### config.mk
export PLATFORM = sky130hd
export DESIGN_NAME = msar_readback
export DESIGN_NICKNAME = d
export VERILOG_FILES = /design/src/core/msar_readback_notes_unused.v /design/src/core/msar_crc8.v /design/src/core/msar_readback.v
export VERILOG_INCLUDE_DIRS = /design/src /design/src/core
export SDC_FILE = /design/constraint.sdc
export NUM_CORES = 1
export LEC_CHECK = 0
export BUFFER_PORTS_ARGS = -buffer_cell sky130_fd_sc_hd__buf_4
export CAP_MARGIN = 20
export CORE_AREA = 3 3 153 155
export DETAILED_ROUTE_END_ITERATION = 6
export DIE_AREA = 0 0 156 158
export PLACE_DENSITY = 0.71
export SLEW_MARGIN = 20
export SYNTH_ARGS = -nofsm -noshare
export SYNTH_HDL_FRONTEND = slang
export SYNTH_SLANG_ARGS = --single-unit
### constraint.sdc
create_clock -name ref_clk -period 10.25 [get_ports ref_clk]
set_clock_uncertainty 0.2 [all_clocks]
set_input_delay 0.5125 -clock ref_clk [delete_from_list [all_inputs] [get_ports ref_clk]]
set_output_delay 0.5125 -clock ref_clk [all_outputs]
set_load 0.01 [all_outputs]
### src/core/msar_consts.vh
`ifndef MSAR_CONSTS_VH
`define MSAR_CONSTS_VH
// ********************************
// command codes and frame shape
// ********************************
`define MSAR_CMD_SUMMARY    8'hD0
`define MSAR_CMD_UNIT       8'hD1
`define MSAR_CMD_ALARM      8'hD2
`define MSAR_CNT_SUMMARY    8'h0B
`define MSAR_CNT_ALARM      8'h03
`define MSAR_PEC_IDX_SUMMARY 4'hC
`define MSAR_PEC_IDX_UNIT   4'h2
`define MSAR_PEC_IDX_ALARM  4'h4
`define MSAR_SUMMARY_BASE   4'h1
`define MSAR_ALARM_BASE     4'h1
`define MSAR_IDX_FIRST      4'h0
`define MSAR_IDX_STEP       4'h1
`define MSAR_FILL_BYTE      8'hFF
`define MSAR_BIT_LAST       3'h7
`define MSAR_BIT_STEP       3'h1
// ********************************
// pec
// ********************************
`define MSAR_CRC_POLY       8'h07
`define MSAR_CRC_INIT       8'h00
// ********************************
// status-2 / status-1 / alarm-3 fields
// ********************************
`define MSAR_S2_PEC_ERR     7
`define MSAR_S2_OC_MODE     6
`define MSAR_S2_INVALID     5
`define MSAR_S2_CAP_HL      4
`define MSAR_S2_ORTEST_FAIL 3
`define MSAR_S2_RANGE       1
`define MSAR_S2_REMOTE      0
`define MSAR_S1_OT_MODE     7
`define MSAR_S1_ORTEST_OK   6
`define MSAR_S1_INT_FAULT   5
`define MSAR_S1_SHUTDOWN    4
`define MSAR_S1_EXT_FAULT   2
`define MSAR_S1_LAMP        1
`define MSAR_S1_OUT_ON      0
`define MSAR_A3_INTERLOCK   7
`define MSAR_A3_FUSE        6
`define MSAR_A3_PFC_LINK    5
`define MSAR_A3_DC_LINK     4
`define MSAR_A3_AC_LINK     3
`define MSAR_A3_ORING       0
`define MSAR_OC_MODE_RST    1'b1
`define MSAR_OT_MODE_RST    1'b1
`define MSAR_BYTE_ZERO      8'h00
`define MSAR_WORD_ZERO      16'h0000
`endif

### src/core/msar_readback_notes_unused.v
`timescale 1ns/1ps
`default_nettype none
`default_nettype wire

### src/core/msar_crc8.v
`timescale 1ns/1ps
`default_nettype none
`include "msar_consts.vh"
module msar_crc8 (
	input  wire       ref_clk,
	input  wire       rst,
	input  wire       clear,
	input  wire       byteStrobe,
	input  wire [7:0] byteData,
	output reg  [7:0] crc_q
);
	// ********************************
	// smbus crc-8, one byte per strobe
	// ********************************
	function [7:0] crcNext;
		input [7:0] c;
		input [7:0] d;
		integer     i;
		reg   [7:0] x;
		begin
			x = c ^ d;
			for (i = 0; i < 8; i = i + 1) begin
				x = x[7] ? ({x[6:0], 1'b0} ^ `MSAR_CRC_POLY) : {x[6:0], 1'b0};
			end
			crcNext = x;
		end
	endfunction

	always @(posedge ref_clk) begin
		if (rst || clear) begin
			crc_q <= `MSAR_CRC_INIT;
		end else if (byteStrobe) begin
			crc_q <= crcNext(crc_q, byteData);
		end
	end
endmodule // msar_crc8
`default_nettype wire

### src/core/msar_readback.v
`timescale 1ns/1ps
`default_nettype none
`include "msar_consts.vh"
// Overview of operation
// - replies over two bytes use block read
// - command write, repeated start, then device sends
// - block data opens with byte count, closes with PEC
// - analog words go low byte first
// - status, alarms readable together or in batches
// - 0xD0 returns count eleven, status, alarms, analogs
// - summary temperature nearest its shutdown limit
// - 0xD1 returns status-2 then status-1 with PEC
// - status-2 bit layout
// - status-1 bit layout
// - 0xD2 returns alarm-3 first, alarm-1 last
// - alarm-3 bit layout, resets to zero; only the or'ing bit is reset, the other bits follow their inputs
// - or'ing fault from host or internal test
// - destructive or'ing fault forces shutdown
// - not ready data reads as all ones
module msar_readback #(
	parameter [6:0] DEV_ADDR = 7'h58
) (
	input  wire        ref_clk,
	input  wire        rst,
	input  wire        scl,
	input  wire        sdaIn,
	output reg         sdaOut_q,
	output reg         sdaOeN_q,
	input  wire        pecErrorIn,
	input  wire        overcurrentModeIn,
	input  wire        powerCapHighLineIn,
	input  wire        valueRangeErrorIn,
	input  wire        remoteOnIn,
	input  wire        overtempModeIn,
	input  wire        internalFaultIn,
	input  wire        shutdownIn,
	input  wire        externalFaultIn,
	input  wire        lampTestActive,
	input  wire        outputOnIn,
	input  wire        interlockOpen,
	input  wire        fuseFail,
	input  wire        pfcLinkFault,
	input  wire        dcLinkFault,
	input  wire        acMonLinkFault,
	input  wire        hostOringTestDone,
	input  wire        hostOringTestFail,
	input  wire        internalOringFail,
	input  wire        oringDestructive,
	input  wire [7:0]  alarm2In,
	input  wire [7:0]  alarm1In,
	input  wire [15:0] voltIn,
	input  wire [15:0] currIn,
	input  wire [15:0] tempPrimary,
	input  wire [15:0] tempPrimaryLimit,
	input  wire [15:0] tempSecondary,
	input  wire [15:0] tempSecondaryLimit,
	input  wire        dataReady,
	output reg         shutdownReq_q
);
	localparam [2:0] ST_IDLE = 3'd0, ST_ADDR = 3'd1, ST_ACK = 3'd2, ST_CMD = 3'd3;
	localparam [2:0] ST_WAIT = 3'd4, ST_TX = 3'd5, ST_RACK = 3'd6, ST_TXNEXT = 3'd7;

	// ********************************
	// pin synchronisers
	// ********************************
	reg sclS1_q, sclS2_q, sclS3_q, sdaS1_q, sdaS2_q, sdaS3_q;
	always @(posedge ref_clk) begin
		if (rst) begin
			{sclS1_q, sclS2_q, sclS3_q} <= 3'h7;
			{sdaS1_q, sdaS2_q, sdaS3_q} <= 3'h7;
		end else begin
			{sclS1_q, sclS2_q, sclS3_q} <= {scl, sclS1_q, sclS2_q};
			{sdaS1_q, sdaS2_q, sdaS3_q} <= {sdaIn, sdaS1_q, sdaS2_q};
		end
	end
	wire sclRise   = sclS2_q & ~sclS3_q;
	wire sclFall   = ~sclS2_q & sclS3_q;
	// only scl-high sda moves count; our own sda changes happen with scl low
	wire startSeen = sclS2_q & sclS3_q & sdaS3_q & ~sdaS2_q;
	wire stopSeen  = sclS2_q & sclS3_q & ~sdaS3_q & sdaS2_q;

	// ********************************
	// status and alarm sources
	// ********************************
	reg        ocMode_q, otMode_q, orTestFail_q, orTestOk_q, oringFault_q, invalid_q;
	reg [15:0] tempSel_q;
	wire       oringEvent = (hostOringTestDone & hostOringTestFail) | internalOringFail;

	function [15:0] margin;
		input [15:0] t;
		input [15:0] lim;
		begin
			margin = (lim > t) ? (lim - t) : `MSAR_WORD_ZERO;
		end
	endfunction

	always @(posedge ref_clk) begin
		if (rst) begin
			ocMode_q      <= `MSAR_OC_MODE_RST;
			otMode_q      <= `MSAR_OT_MODE_RST;
			orTestFail_q  <= 1'b0;
			orTestOk_q    <= 1'b0;
			oringFault_q  <= 1'b0;
			shutdownReq_q <= 1'b0;
			tempSel_q     <= `MSAR_WORD_ZERO;
		end else begin
			ocMode_q <= overcurrentModeIn;
			otMode_q <= overtempModeIn;
			if (hostOringTestDone) begin
				orTestFail_q <= hostOringTestFail;
				orTestOk_q   <= ~hostOringTestFail;
			end
			// fault sticks until a passing host test; a new failure wins
			if (oringEvent)
				oringFault_q <= 1'b1;
			else if (hostOringTestDone)
				oringFault_q <= 1'b0;
			// power capacity is the host's call; only destructive faults shut down
			if (oringEvent & oringDestructive)
				shutdownReq_q <= 1'b1;
			tempSel_q <= (margin(tempPrimary, tempPrimaryLimit) <= margin(tempSecondary, tempSecondaryLimit)) ?
				tempPrimary : tempSecondary;
		end
	end

	reg [7:0] status2, status1, alarm3;
	always @* begin
		status2 = `MSAR_BYTE_ZERO;
		status1 = `MSAR_BYTE_ZERO;
		alarm3  = `MSAR_BYTE_ZERO;
		status2[`MSAR_S2_PEC_ERR]     = pecErrorIn;
		status2[`MSAR_S2_OC_MODE]     = ocMode_q;
		status2[`MSAR_S2_INVALID]     = invalid_q;
		status2[`MSAR_S2_CAP_HL]      = powerCapHighLineIn;
		status2[`MSAR_S2_ORTEST_FAIL] = orTestFail_q;
		status2[`MSAR_S2_RANGE]       = valueRangeErrorIn;
		status2[`MSAR_S2_REMOTE]      = remoteOnIn;
		status1[`MSAR_S1_OT_MODE]     = otMode_q;
		status1[`MSAR_S1_ORTEST_OK]   = orTestOk_q;
		status1[`MSAR_S1_INT_FAULT]   = internalFaultIn;
		status1[`MSAR_S1_SHUTDOWN]    = shutdownIn | shutdownReq_q;
		status1[`MSAR_S1_EXT_FAULT]   = externalFaultIn;
		status1[`MSAR_S1_LAMP]        = lampTestActive;
		status1[`MSAR_S1_OUT_ON]      = outputOnIn;
		alarm3[`MSAR_A3_INTERLOCK]    = interlockOpen;
		alarm3[`MSAR_A3_FUSE]         = fuseFail;
		alarm3[`MSAR_A3_PFC_LINK]     = pfcLinkFault;
		alarm3[`MSAR_A3_DC_LINK]      = dcLinkFault;
		alarm3[`MSAR_A3_AC_LINK]      = acMonLinkFault;
		alarm3[`MSAR_A3_ORING]        = oringFault_q;
	end

	// ********************************
	// reply byte selection
	// ********************************
	function [7:0] snapByte;
		input [87:0] snap;
		input [3:0]  k;
		reg   [87:0] sh;
		begin
			sh       = snap >> {k, 3'b000};
			snapByte = sh[7:0];
		end
	endfunction

	function [7:0] respByte;
		input [7:0]  cmd;
		input [3:0]  idx;
		input [87:0] snap;
		input        ok;
		input [7:0]  crc;
		reg   [3:0]  kSum, kAlm;
		reg   [7:0]  dSum, dUnit, dAlm;
		begin
			kSum  = idx - `MSAR_SUMMARY_BASE;
			kAlm  = idx + `MSAR_ALARM_BASE;
			// stale data is worse than an obvious all-ones reply
			dSum  = ok ? snapByte(snap, kSum) : `MSAR_FILL_BYTE;
			dUnit = ok ? snapByte(snap, idx) : `MSAR_FILL_BYTE;
			dAlm  = ok ? snapByte(snap, kAlm) : `MSAR_FILL_BYTE;
			case (cmd)
				`MSAR_CMD_SUMMARY: begin
					if (idx == `MSAR_IDX_FIRST)
						respByte = `MSAR_CNT_SUMMARY;
					else if (idx < `MSAR_PEC_IDX_SUMMARY)
						respByte = dSum;
					else if (idx == `MSAR_PEC_IDX_SUMMARY)
						respByte = crc;
					else
						respByte = `MSAR_FILL_BYTE;
				end
				`MSAR_CMD_UNIT: begin
					if (idx < `MSAR_PEC_IDX_UNIT)
						respByte = dUnit;
					else if (idx == `MSAR_PEC_IDX_UNIT)
						respByte = crc;
					else
						respByte = `MSAR_FILL_BYTE;
				end
				`MSAR_CMD_ALARM: begin
					if (idx == `MSAR_IDX_FIRST)
						respByte = `MSAR_CNT_ALARM;
					else if (idx < `MSAR_PEC_IDX_ALARM)
						respByte = dAlm;
					else if (idx == `MSAR_PEC_IDX_ALARM)
						respByte = crc;
					else
						respByte = `MSAR_FILL_BYTE;
				end
				default: respByte = `MSAR_FILL_BYTE;
			endcase
		end
	endfunction

	// ********************************
	// smbus target
	// ********************************
	reg [2:0]  state_q, bitCnt_q;
	reg [7:0]  shift_q, txShift_q, cmd_q, crcByte_q;
	reg [3:0]  idx_q;
	reg [87:0] snap_q;
	reg        ackPhase_q, rdDir_q, cmdDone_q, snapOk_q, crcStrobe_q;
	wire [7:0] crc;
	wire [7:0] rxByte   = {shift_q[6:0], sdaS2_q};
	wire [7:0] nextByte = respByte(cmd_q, idx_q, snap_q, snapOk_q, crc);
	wire       busEdge  = startSeen | stopSeen;
	wire       rxLast   = sclRise & (bitCnt_q == `MSAR_BIT_LAST);
	wire       knownCmd = (rxByte == `MSAR_CMD_SUMMARY) | (rxByte == `MSAR_CMD_UNIT) | (rxByte == `MSAR_CMD_ALARM);
	wire       setInv   = ~busEdge & (state_q == ST_CMD) & rxLast & ~knownCmd;
	wire       clrInv   = ~busEdge & (state_q == ST_RACK) & sclRise & sdaS2_q & (cmd_q != `MSAR_CMD_ALARM);

	always @(posedge ref_clk) begin
		if (rst)
			invalid_q <= 1'b0;
		else if (setInv)
			invalid_q <= 1'b1;
		else if (clrInv)
			invalid_q <= 1'b0;
	end

	always @(posedge ref_clk) begin
		if (rst) begin
			state_q     <= ST_IDLE;
			bitCnt_q    <= 3'h0;
			shift_q     <= `MSAR_BYTE_ZERO;
			txShift_q   <= `MSAR_FILL_BYTE;
			cmd_q       <= `MSAR_BYTE_ZERO;
			crcByte_q   <= `MSAR_BYTE_ZERO;
			idx_q       <= `MSAR_IDX_FIRST;
			snap_q      <= 88'h0;
			ackPhase_q  <= 1'b0;
			rdDir_q     <= 1'b0;
			cmdDone_q   <= 1'b0;
			snapOk_q    <= 1'b0;
			crcStrobe_q <= 1'b0;
			sdaOut_q    <= 1'b0;
			sdaOeN_q    <= 1'b1;
		end else begin
			crcStrobe_q <= 1'b0;
			if (stopSeen) begin
				state_q   <= ST_IDLE;
				cmdDone_q <= 1'b0;
				sdaOeN_q  <= 1'b1;
			end else if (startSeen) begin
				state_q    <= ST_ADDR;
				bitCnt_q   <= 3'h0;
				ackPhase_q <= 1'b0;
				sdaOeN_q   <= 1'b1;
			end else begin
				case (state_q)
					ST_ADDR, ST_CMD: begin
						if (sclRise) begin
							shift_q  <= rxByte;
							bitCnt_q <= bitCnt_q + `MSAR_BIT_STEP;
						end
						if (rxLast) begin
							crcByte_q   <= rxByte;
							crcStrobe_q <= 1'b1;
							if (state_q == ST_CMD) begin
								cmd_q     <= rxByte;
								cmdDone_q <= 1'b1;
								state_q   <= ST_ACK;
							end else if ((rxByte[7:1] == DEV_ADDR) && (!rxByte[0] || cmdDone_q)) begin
								rdDir_q <= rxByte[0];
								state_q <= ST_ACK;
							end else begin
								state_q <= ST_IDLE;
							end
						end
					end
					ST_ACK: begin
						if (sclFall && !ackPhase_q) begin
							sdaOeN_q   <= 1'b0;
							ackPhase_q <= 1'b1;
							// freeze the frame so multi-byte words stay coherent
							snap_q   <= {tempSel_q, currIn, voltIn, alarm1In, alarm2In, alarm3, status1, status2};
							snapOk_q <= dataReady;
							idx_q    <= `MSAR_IDX_FIRST;
						end else if (sclFall) begin
							ackPhase_q <= 1'b0;
							bitCnt_q   <= 3'h0;
							if (rdDir_q) begin
								txShift_q   <= nextByte;
								sdaOeN_q    <= nextByte[7];
								crcByte_q   <= nextByte;
								crcStrobe_q <= 1'b1;
								idx_q       <= idx_q + `MSAR_IDX_STEP;
								state_q     <= ST_TX;
							end else begin
								sdaOeN_q <= 1'b1;
								state_q  <= (cmd_q == rxByte && cmdDone_q && bitCnt_q == 3'h0) ? ST_WAIT : ST_CMD;
							end
						end
					end
					ST_TX: begin
						if (sclFall) begin
							if (bitCnt_q == `MSAR_BIT_LAST) begin
								sdaOeN_q <= 1'b1;
								state_q  <= ST_RACK;
							end else begin
								txShift_q <= {txShift_q[6:0], 1'b1};
								sdaOeN_q  <= txShift_q[6];
								bitCnt_q  <= bitCnt_q + `MSAR_BIT_STEP;
							end
						end
					end
					ST_RACK: begin
						if (sclRise)
							state_q <= sdaS2_q ? ST_IDLE : ST_TXNEXT;
					end
					ST_TXNEXT: begin
						if (sclFall) begin
							txShift_q   <= nextByte;
							sdaOeN_q    <= nextByte[7];
							crcByte_q   <= nextByte;
							crcStrobe_q <= 1'b1;
							idx_q       <= idx_q + `MSAR_IDX_STEP;
							bitCnt_q    <= 3'h0;
							state_q     <= ST_TX;
						end
					end
					default: state_q <= ST_IDLE;
				endcase
			end
		end
	end

	msar_crc8 uCrc (
		.ref_clk    (ref_clk),
		.rst        (rst),
		.clear      (stopSeen),
		.byteStrobe (crcStrobe_q),
		.byteData   (crcByte_q),
		.crc_q      (crc)
	);
endmodule // msar_readback
`default_nettype wire

==> summary.txt, run 1 <==
Detailed routing
  – Residual DRC: 0
  – Routed WL: 31900 um
  – Via count: 10560
  – First-pass DRT Iterations: 5
  – Vias per cell: 5.88
  – First DRT Iteration DRCs: 849
  – Wirelength per Cell: 17.8 um
  – Post-DRT Antenna Nets: 0

Critical path
  – Req. time, crit path: 10.37 ns
  – Critical path, cell by cell: buf_4 > clkinv_1 > ha_2 > buf_4 > mux4_2 > nor2b_1 > a2111oi_0 > o211a_1 > a311oi_1 > a211o_1
  – CP top delay family: buffers and inverters
  – Slowest stage delay, CP: 0.77 ns
  – CP most frequent cell: buf_4
  – Critical Path Slowest Stage Cell: clkinv_1
  – WP data arrival: 5.30 ns
  – Crit start category: register
  – CP Max Fanout: 64
  – CP Buf/Inv Count: 3
  – Type of destination of the critical path: register
  – CP Class: reg -> reg

Cells and area
  – FF/Latch Area: 3340 um^2
  – Most common cell after layout, fill and taps aside: nand2_1
  – Multi-input logic area: 7270 um^2
  – Fillers: 1981
  – Finished layout cell area: 12900 um^2
  – Most frequent cells in the layout: nand2_1, dfxtp_1, buf_4
  – Share of cells above drive strength 1: 16.8%
  – Layout area overhead: 14.8%
  – Post-Layout Cell Count: 1795
  – NumNets Final: 1695
  – Antenna cells: 0

Timing
  – Final critical-path required period: 5.18 ns
  – Final setup slack of the worst path: 5.07 ns
  – Final setup viols: 0
  – Min Hold Slack: 0.0649 ns
  – Worst-margin pin slew: 1.08 ns
  – Slew Limit Fails: 0
  – Sum Neg Setup Slack: 0 ns
  – FMAX: 193 MHz
  – Hold violation count in the final report: 0
  – Period utilization: 50.5%
  – Unrepaired setup endpoints after global routing: false
  – Max-slew headroom at the worst pin: 27.8%

Synthesis
  – Yosys warnings: 0
  – Sequential cell area fraction in the yosys report: 29.8%
  – Async SR Flop Fraction: 0%
  – Top cells by area, synth: dfxtp_1, nand2_1, a21oi_1, ha_1, mux2i_1
  – Register bit total from synthesis: 167
  – Count of different cell masters after synthesis: 91
  – Mapped Cells: 1419
  – Syn_nets: 1612
  – Number of enable flip-flop cells after synthesis: 0
  – Ys flop type: dfxtp_1
  – Yosys top cell area share: 29.8%
  – Mapped cell area: 11200 um^2
  – Synth area leader: dfxtp_1
  – Syn Area/Cell: 7.90 um^2

Clock network
  – Gates resized, CTS repair: 0
  – CTS tree: yes
  – Clk slew on worst S/H paths: 0.07 ns
  – Clk_lat worst skew: 0.44 ns
  – # hold bufs at CTS: 0
  – Cts bufs inserted: 17
  – Post-CTS Setup Inserts: 0
  – Clk sinks: 167
  – H-Tree Depth: 4
  – Root buf cell: clkbuf_16
  – Worst-case clock buffer depth: 2

Pwr
  – Total net switching power: 0.467 mW
  – Max rail drop VDD: 0.0859 mV
  – Reg power frac: 42.1%
  – Pwr Density: 124 nW/um^2
  – Combinational power share: 18.7%
  – Sw frac: 29.2%
  – Power Internal: 1.13 mW
  – Clock power frac: 39.2%
  – LEAKAGE: 5.13 nW

GRT
  – Antenna violations before repair: 0
  – Global-route met3 utilization: 3.28%
  – GRT Residual Overflow: 0
  – First-pass GRT wire length: 51700 um
  – Largest net degree at the start of global routing: 109
  – Met2 Use GR: 42.2%
  – Gr usage total: 26.0%
  – Most Crowded Layer GR: met2
  – Number of global-route vias before repair: 10028
  – Met1 Usage GRT: 35.7%

Placement
  – Post-Place Cells: 1763
  – RD Place Congestion: 0.969
  – Placed Area: 12300 um^2
  – I/O Buffers: 138
  – Place WS: 4.78 ns
  – Hpwl dp: 24100 um

Job
  – MaxCap Viol Count: 0

Die
  – Core area: 22000 um^2
  – I/O Pins: 140
  – Horiz. Die Dim: 156 um
  – Initial Utilization: 51.1%
  – Site Rows: 54
  – Chip height: 158 um
  – Die area: 24600 um^2

Outcome
  – Status: completed

Hold path
  – HP Class: in -> reg
[metrics by stage]
| step | util [%] | power [mW] |
|---|---|---|
| 2_1_floorplan | - | 0.891 |
| 3_3_place_gp | 56.0 | 0.980 |
| 3_5_place_dp | 56.0 | 0.984 |
| 4_1_cts | 58.6 | 1.61 |
| 5_1_grt | 58.6 | 1.67 |
| 6_report | 58.6 | 1.60 |
[power by group through the flow]
stage | clock [mW] | combinational, mW | sequential [mW]
3_5_place_dp | 0 | 0.296 | 0.688
4_1_cts | 0.637 | 0.298 | 0.673
3_3_place_gp | 0 | 0.292 | 0.688
2_1_floorplan | 0 | 0.207 | 0.684
5_1_grt | 0.669 | 0.329 | 0.674
6_report | 0.628 | 0.299 | 0.673
[cells by family (layout without fill, tap and decap cells)]
kind of cell	Yosys count	count (layout)	synth area share, %
adder cells (fa/ha/maj)	56	56	6.38
flip-flops	167	167	29.8
AND/OR/NAND/NOR	542	542	22.4
AO/OA/AOI/OAI	364	364	21.1
multiplexers	87	87	9.93
XOR/XNOR	61	61	4.95
buffers and inverters	141	237	5.46
other	1	1	0.0334
[cell usage after synthesis, types with 6 or more instances]
cell type    n
a31oi_1     19
nand3_1     25
xnor2_1     24
nand4_1     17
nor2b_1     20
o31ai_1      7
a2bb2oi_1    7
nor2_1     141
ha_1        54
mux2i_1     55
or2_2       11
buf_4        9
mux2_2      12
a21o_1      16
o22ai_1      8
xor2_1      35
nor3b_1      6
inv_1       54
nand3b_1     6
a211oi_1    21
o221ai_1     6
buf_1        8
a2111oi_0    6
nand2b_1    23
nand2_1    224
a21oi_1    147
o21a_1      12
a211o_1      9
nand2_2     10
clkbuf_1    45
nor3_1      20
and3_1       8
dfxtp_1    167
mux4_2      18
o21ai_0     44
buf_2       21
[cell type report]
| class | instances | share of cell area [%] |
|---|---|---|
| multi-input cells | 1111 | 56.5 |
| inverters | 55 | 1.60 |
| flip-flops and latches | 167 | 26.0 |
| well taps | 280 | 2.72 |
| clock buffers | 17 | 3.30 |
| repair buffers | 150 | 8.75 |
| clock inverters | 15 | 1.17 |
[path summary, 6_finish.rpt]
kind | slack [ns] | to | start | depth (start not counted)
worst max-delay path | 5.07 | txShift_q[1]$_SDFFE_PP1P_ | idx_q[0]$_SDFFE_PP0P_ | 10
worst min-delay path | 0.06 | sclS1_q$_SDFF_PP1_ | scl | 2
worst max register to register | 5.07 | txShift_q[1]$_SDFFE_PP1P_ | idx_q[0]$_SDFFE_PP0P_ | 10
worst min register to register | 0.21 | sclS2_q$_SDFF_PP1_ | sclS1_q$_SDFF_PP1_ | 1
[sequential cells by signal, summed over array words and instances, names as in the netlist, 3 cells and up]
| signal | flops |
|---|---|
| state_q | 3 |
| crcByte_q | 8 |
| cmd_q | 8 |
| snap_q | 84 |
| idx_q | 4 |
| shift_q | 7 |
| tempSel_q | 16 |
| txShift_q | 7 |
| uCrc.crc_q | 8 |
| bitCnt_q | 3 |
[worst register-to-register path: stages (launching register included)]
cell	delay (ns)
dfxtp_2	0.31
buf_4	0.58
clkinv_1	0.78
ha_2	0.60
buf_4	0.50
mux4_2	0.60
nor2b_1	0.14
a2111oi_0	0.65
o211a_1	0.32
a311oi_1	0.11
a211o_1	0.29
[per-layer routing]
layer,vias to the layer above,share of wire [%]
li1,5197,-
met1,4965,45
met2,344,47
met3,54,5.1
met4,0,2.9
met5,-,0
(Power assumes the default switching activity.)
==> run 2, diff against run 1 <==
--- a/config.mk
+++ b/config.mk
@@ -11,7 +11,7 @@
 export CORE_AREA = 3 3 153 155
 export DETAILED_ROUTE_END_ITERATION = 6
 export DIE_AREA = 0 0 156 158
-export PLACE_DENSITY = 0.71
+export PLACE_DENSITY = 0.73
 export SLEW_MARGIN = 20
 export SYNTH_ARGS = -nofsm -noshare
 export SYNTH_HDL_FRONTEND = slang
==> constraint.sdc (replaced) <==
create_clock -name ref_clk -period 4.7 [get_ports ref_clk]
set_clock_uncertainty 0.2 [all_clocks]
set_input_delay 0.235 -clock ref_clk [delete_from_list [all_inputs] [get_ports ref_clk]]
set_output_delay 0.235 -clock ref_clk [all_outputs]
set_load 0.01 [all_outputs]
==> run 2 against run 1 <==
Worst setup slack got worse by 4.9 ns; cell area is 9.6% higher; die area is the same; hold slack improved by 0.14 ns; largest power group unchanged.
==> summary.txt, run 2 (same netlist as run 1, synthesis figures left out) <==
GRT
  – Antenna violations before repair: 0 (unchanged)
  – Largest net degree at the start of global routing: 93 (-15%)
  – First-pass GRT wire length: 55200 um (+6.7%)
  – GRT Residual Overflow: 0 (unchanged)
  – Number of global-route vias before repair: 10588 (+5.6%)
  – Gr usage total: 27.8% (+1.8 points)

Critical path
  – CP top delay family: compound AO/OA/AOI/OAI gates
  – Type of destination of the critical path: register
  – Crit start category: primary input
  – Critical Path Slowest Stage Cell: dlygate4sd3_1
  – Req. time, crit path: 4.78 ns (-5.59 ns)
  – WP data arrival: 4.57 ns (-0.73 ns)
  – Critical path, cell by cell: dlygate4sd3_1 > buf_4 > inv_1 > fa_2 > a21o_1 > a21o_1 > a2111oi_4 > o31ai_2 > a2111o_1 > a21boi_4 > nand2_2 > ha_1 > a21o_1 > a21o_1 > a211oi_1 > o21ai_1 > o21ai_2 > buf_6 > mux2i_1 > nor2_1
  – Reg2reg start: idx_q[0]$_SDFFE_PP0P_
  – Slowest stage delay, CP: 0.53 ns (-0.24 ns)
  – CP Max Fanout: 11 (-83%)
  – CP Buf/Inv Count: 4 (+1)
  – Reg-to-reg setup timing slack: 1.07 ns (-4.00 ns)
  – CP most frequent cell: a21o_1
  – CP Class: in -> reg
  – Crit. Startpoint: tempSecondary[1]

Clock network
  – Clk slew on worst S/H paths: 0.07 ns (about the same)
  – Clk sinks: 167 (unchanged)
  – H-Tree Depth: 4 (unchanged)
  – Clk_lat worst skew: 0.43 ns (about the same)
  – Cts bufs inserted: 17 (unchanged)
  – Worst-case clock buffer depth: 2 (unchanged)
  – Root buf cell: clkbuf_16
  – CTS tree: yes

Pwr
  – Total net switching power: 1.03 mW (+120%)
  – Clock power frac: 37.5% (-1.7 points)
  – Sw frac: 28.6% (-0.59 points)
  – LEAKAGE: 5.66 nW (+10%)
  – Pwr Density: 254 nW/um^2 (+100%)
  – Power Internal: 2.56 mW (+130%)
  – Total power: 3.59 mW (+120%)
  – Reg power frac: 41.0% (-1.1 points)
  – Combinational power share: 21.4% (+2.7 points)
  – Max rail drop VDD: 0.187 mV (+120%)

Cells and area
  – Finished layout cell area: 14100 um^2 (+9.6%)
  – Most common cell after layout, fill and taps aside: nand2_1
  – NumNets Final: 1820 (+7.4%)
  – Number of flip-flops under the largest register name: 84 (unchanged)
  – Largest registers: snap_q: 84 flops, tempSel_q: 16 flops
  – Share of cells above drive strength 1: 16.7% (-0.058 points)
  – Largest Register: snap_q
  – Most frequent cells in the layout: nand2_1, dfxtp_1, buf_4
  – Layout area overhead: 25.9%

Detailed routing
  – First DRT Iteration DRCs: 885 (+4.2%)
  – First-pass DRT Iterations: 7 (+2)
  – Vias per cell: 5.85 (-0.48%)
  – Residual DRC: 0 (unchanged)
  – Wirelength per Cell: 18.0 um (+1.6%)
  – Post-DRT Antenna Nets: 0 (unchanged)
  – Via count: 11247 (+6.5%)
  – Routed WL: 34700 um (+8.7%)

Die
  – Site Rows: 54 (unchanged)
  – I/O Pins: 140 (unchanged)
  – Initial Utilization: 51.1% (unchanged)
  – Chip height: 158 um (unchanged)
  – Horiz. Die Dim: 156 um (unchanged)
  – Core area: 22000 um^2 (unchanged)
  – Die area: 24600 um^2 (unchanged)

Timing
  – Final critical-path required period: 4.49 ns
  – Hold violation count in the final report: 0 (unchanged)
  – Final setup slack of the worst path: 0.209 ns (-4.86 ns)
  – FMAX: 223 MHz
  – Max-slew headroom at the worst pin: 36.0% (+8.2 points)
  – Final setup viols: 0 (unchanged)
  – Worst-margin pin slew: 0.960 ns (-0.123 ns)
  – Slew Limit Fails: 0 (unchanged)
  – Sum Neg Setup Slack: 0 ns (unchanged)
  – Period utilization: 95.6%

Hold path
  – Hold Crit Start: sclS1_q$_SDFF_PP1_
  – HP Class: reg -> reg

Outcome
  – Status: completed

Placement
  – I/O Buffers: 138 (unchanged)
  – Placed Area: 12400 um^2 (+0.65%)
  – RD Place Congestion: 0.938 (-3.3%)
  – Hpwl dp: 24400 um (+1.0%)
  – Place WS: 0.00801 ns (-4.78 ns)

Job
  – MaxCap Viol Count: 0 (unchanged)
-- run 2: routing by layer --
layer,GRT usage [%],vias to the layer above,part of all wire (%)
met5,0,-,0
met4,8.24,0,2.8
met3,4.40,75,6.2
met2,47.3,423,49
met1,36.4,5295,42
li1,-,5454,-
-- run 2: what timing repair did --
action | 4_1_cts | 5_1_grt
buffers inserted | 0 | 10
hold buffers | 106 | 0
setup endpoints to repair | 0 | 16
gates resized for setup | 0 | 8
hold endpoints to repair | 87 | 0
-- run 2: power by group through the flow --
stage	logic (mW)	clock network (mW)	registers, mW
5_1_grt	0.842	1.43	1.47
3_3_place_gp	0.645	0	1.50
4_1_cts	0.726	1.36	1.47
2_1_floorplan	0.452	0	1.49
3_5_place_dp	0.651	0	1.50
6_report	0.770	1.35	1.47
-- run 2: final cells by class --
cell class              count  area [um^2]
diodes                      1         2.50
clock buffers              20          447
clock inverters            12          114
fillers                  1870         7840
inverters                  55          206
multi-input cells        1111         7300
flip-flops and latches    167         3340
well taps                 280          350
repair buffers            275         2350
-- run 2: metrics by stage --
| step | util (%) | hold WS, ns | instances |
|---|---|---|---|
| after detailed placement | 56.3 | 0.193 | 1772 |
| after global placement | 56.3 | 0.198 | 1772 |
| final | 64.3 | 0.209 | 1921 |
| after global routing | 64.3 | 0.239 | 1920 |
| after floorplan | - | 0.139 | 1419 |
| after CTS | 63.7 | 0.211 | 1910 |
-- run 2: final timing paths --
| check | endpoint | cells past startpoint |
|---|---|---|
| setup / recovery | tempSel_q[13]$_SDFF_PP0_ | 20 |
| hold / removal | sclS2_q$_SDFF_PP1_ | 1 |
| setup reg to reg | txShift_q[1]$_SDFFE_PP1P_ | 9 |
| hold reg to reg | sclS2_q$_SDFF_PP1_ | 1 |
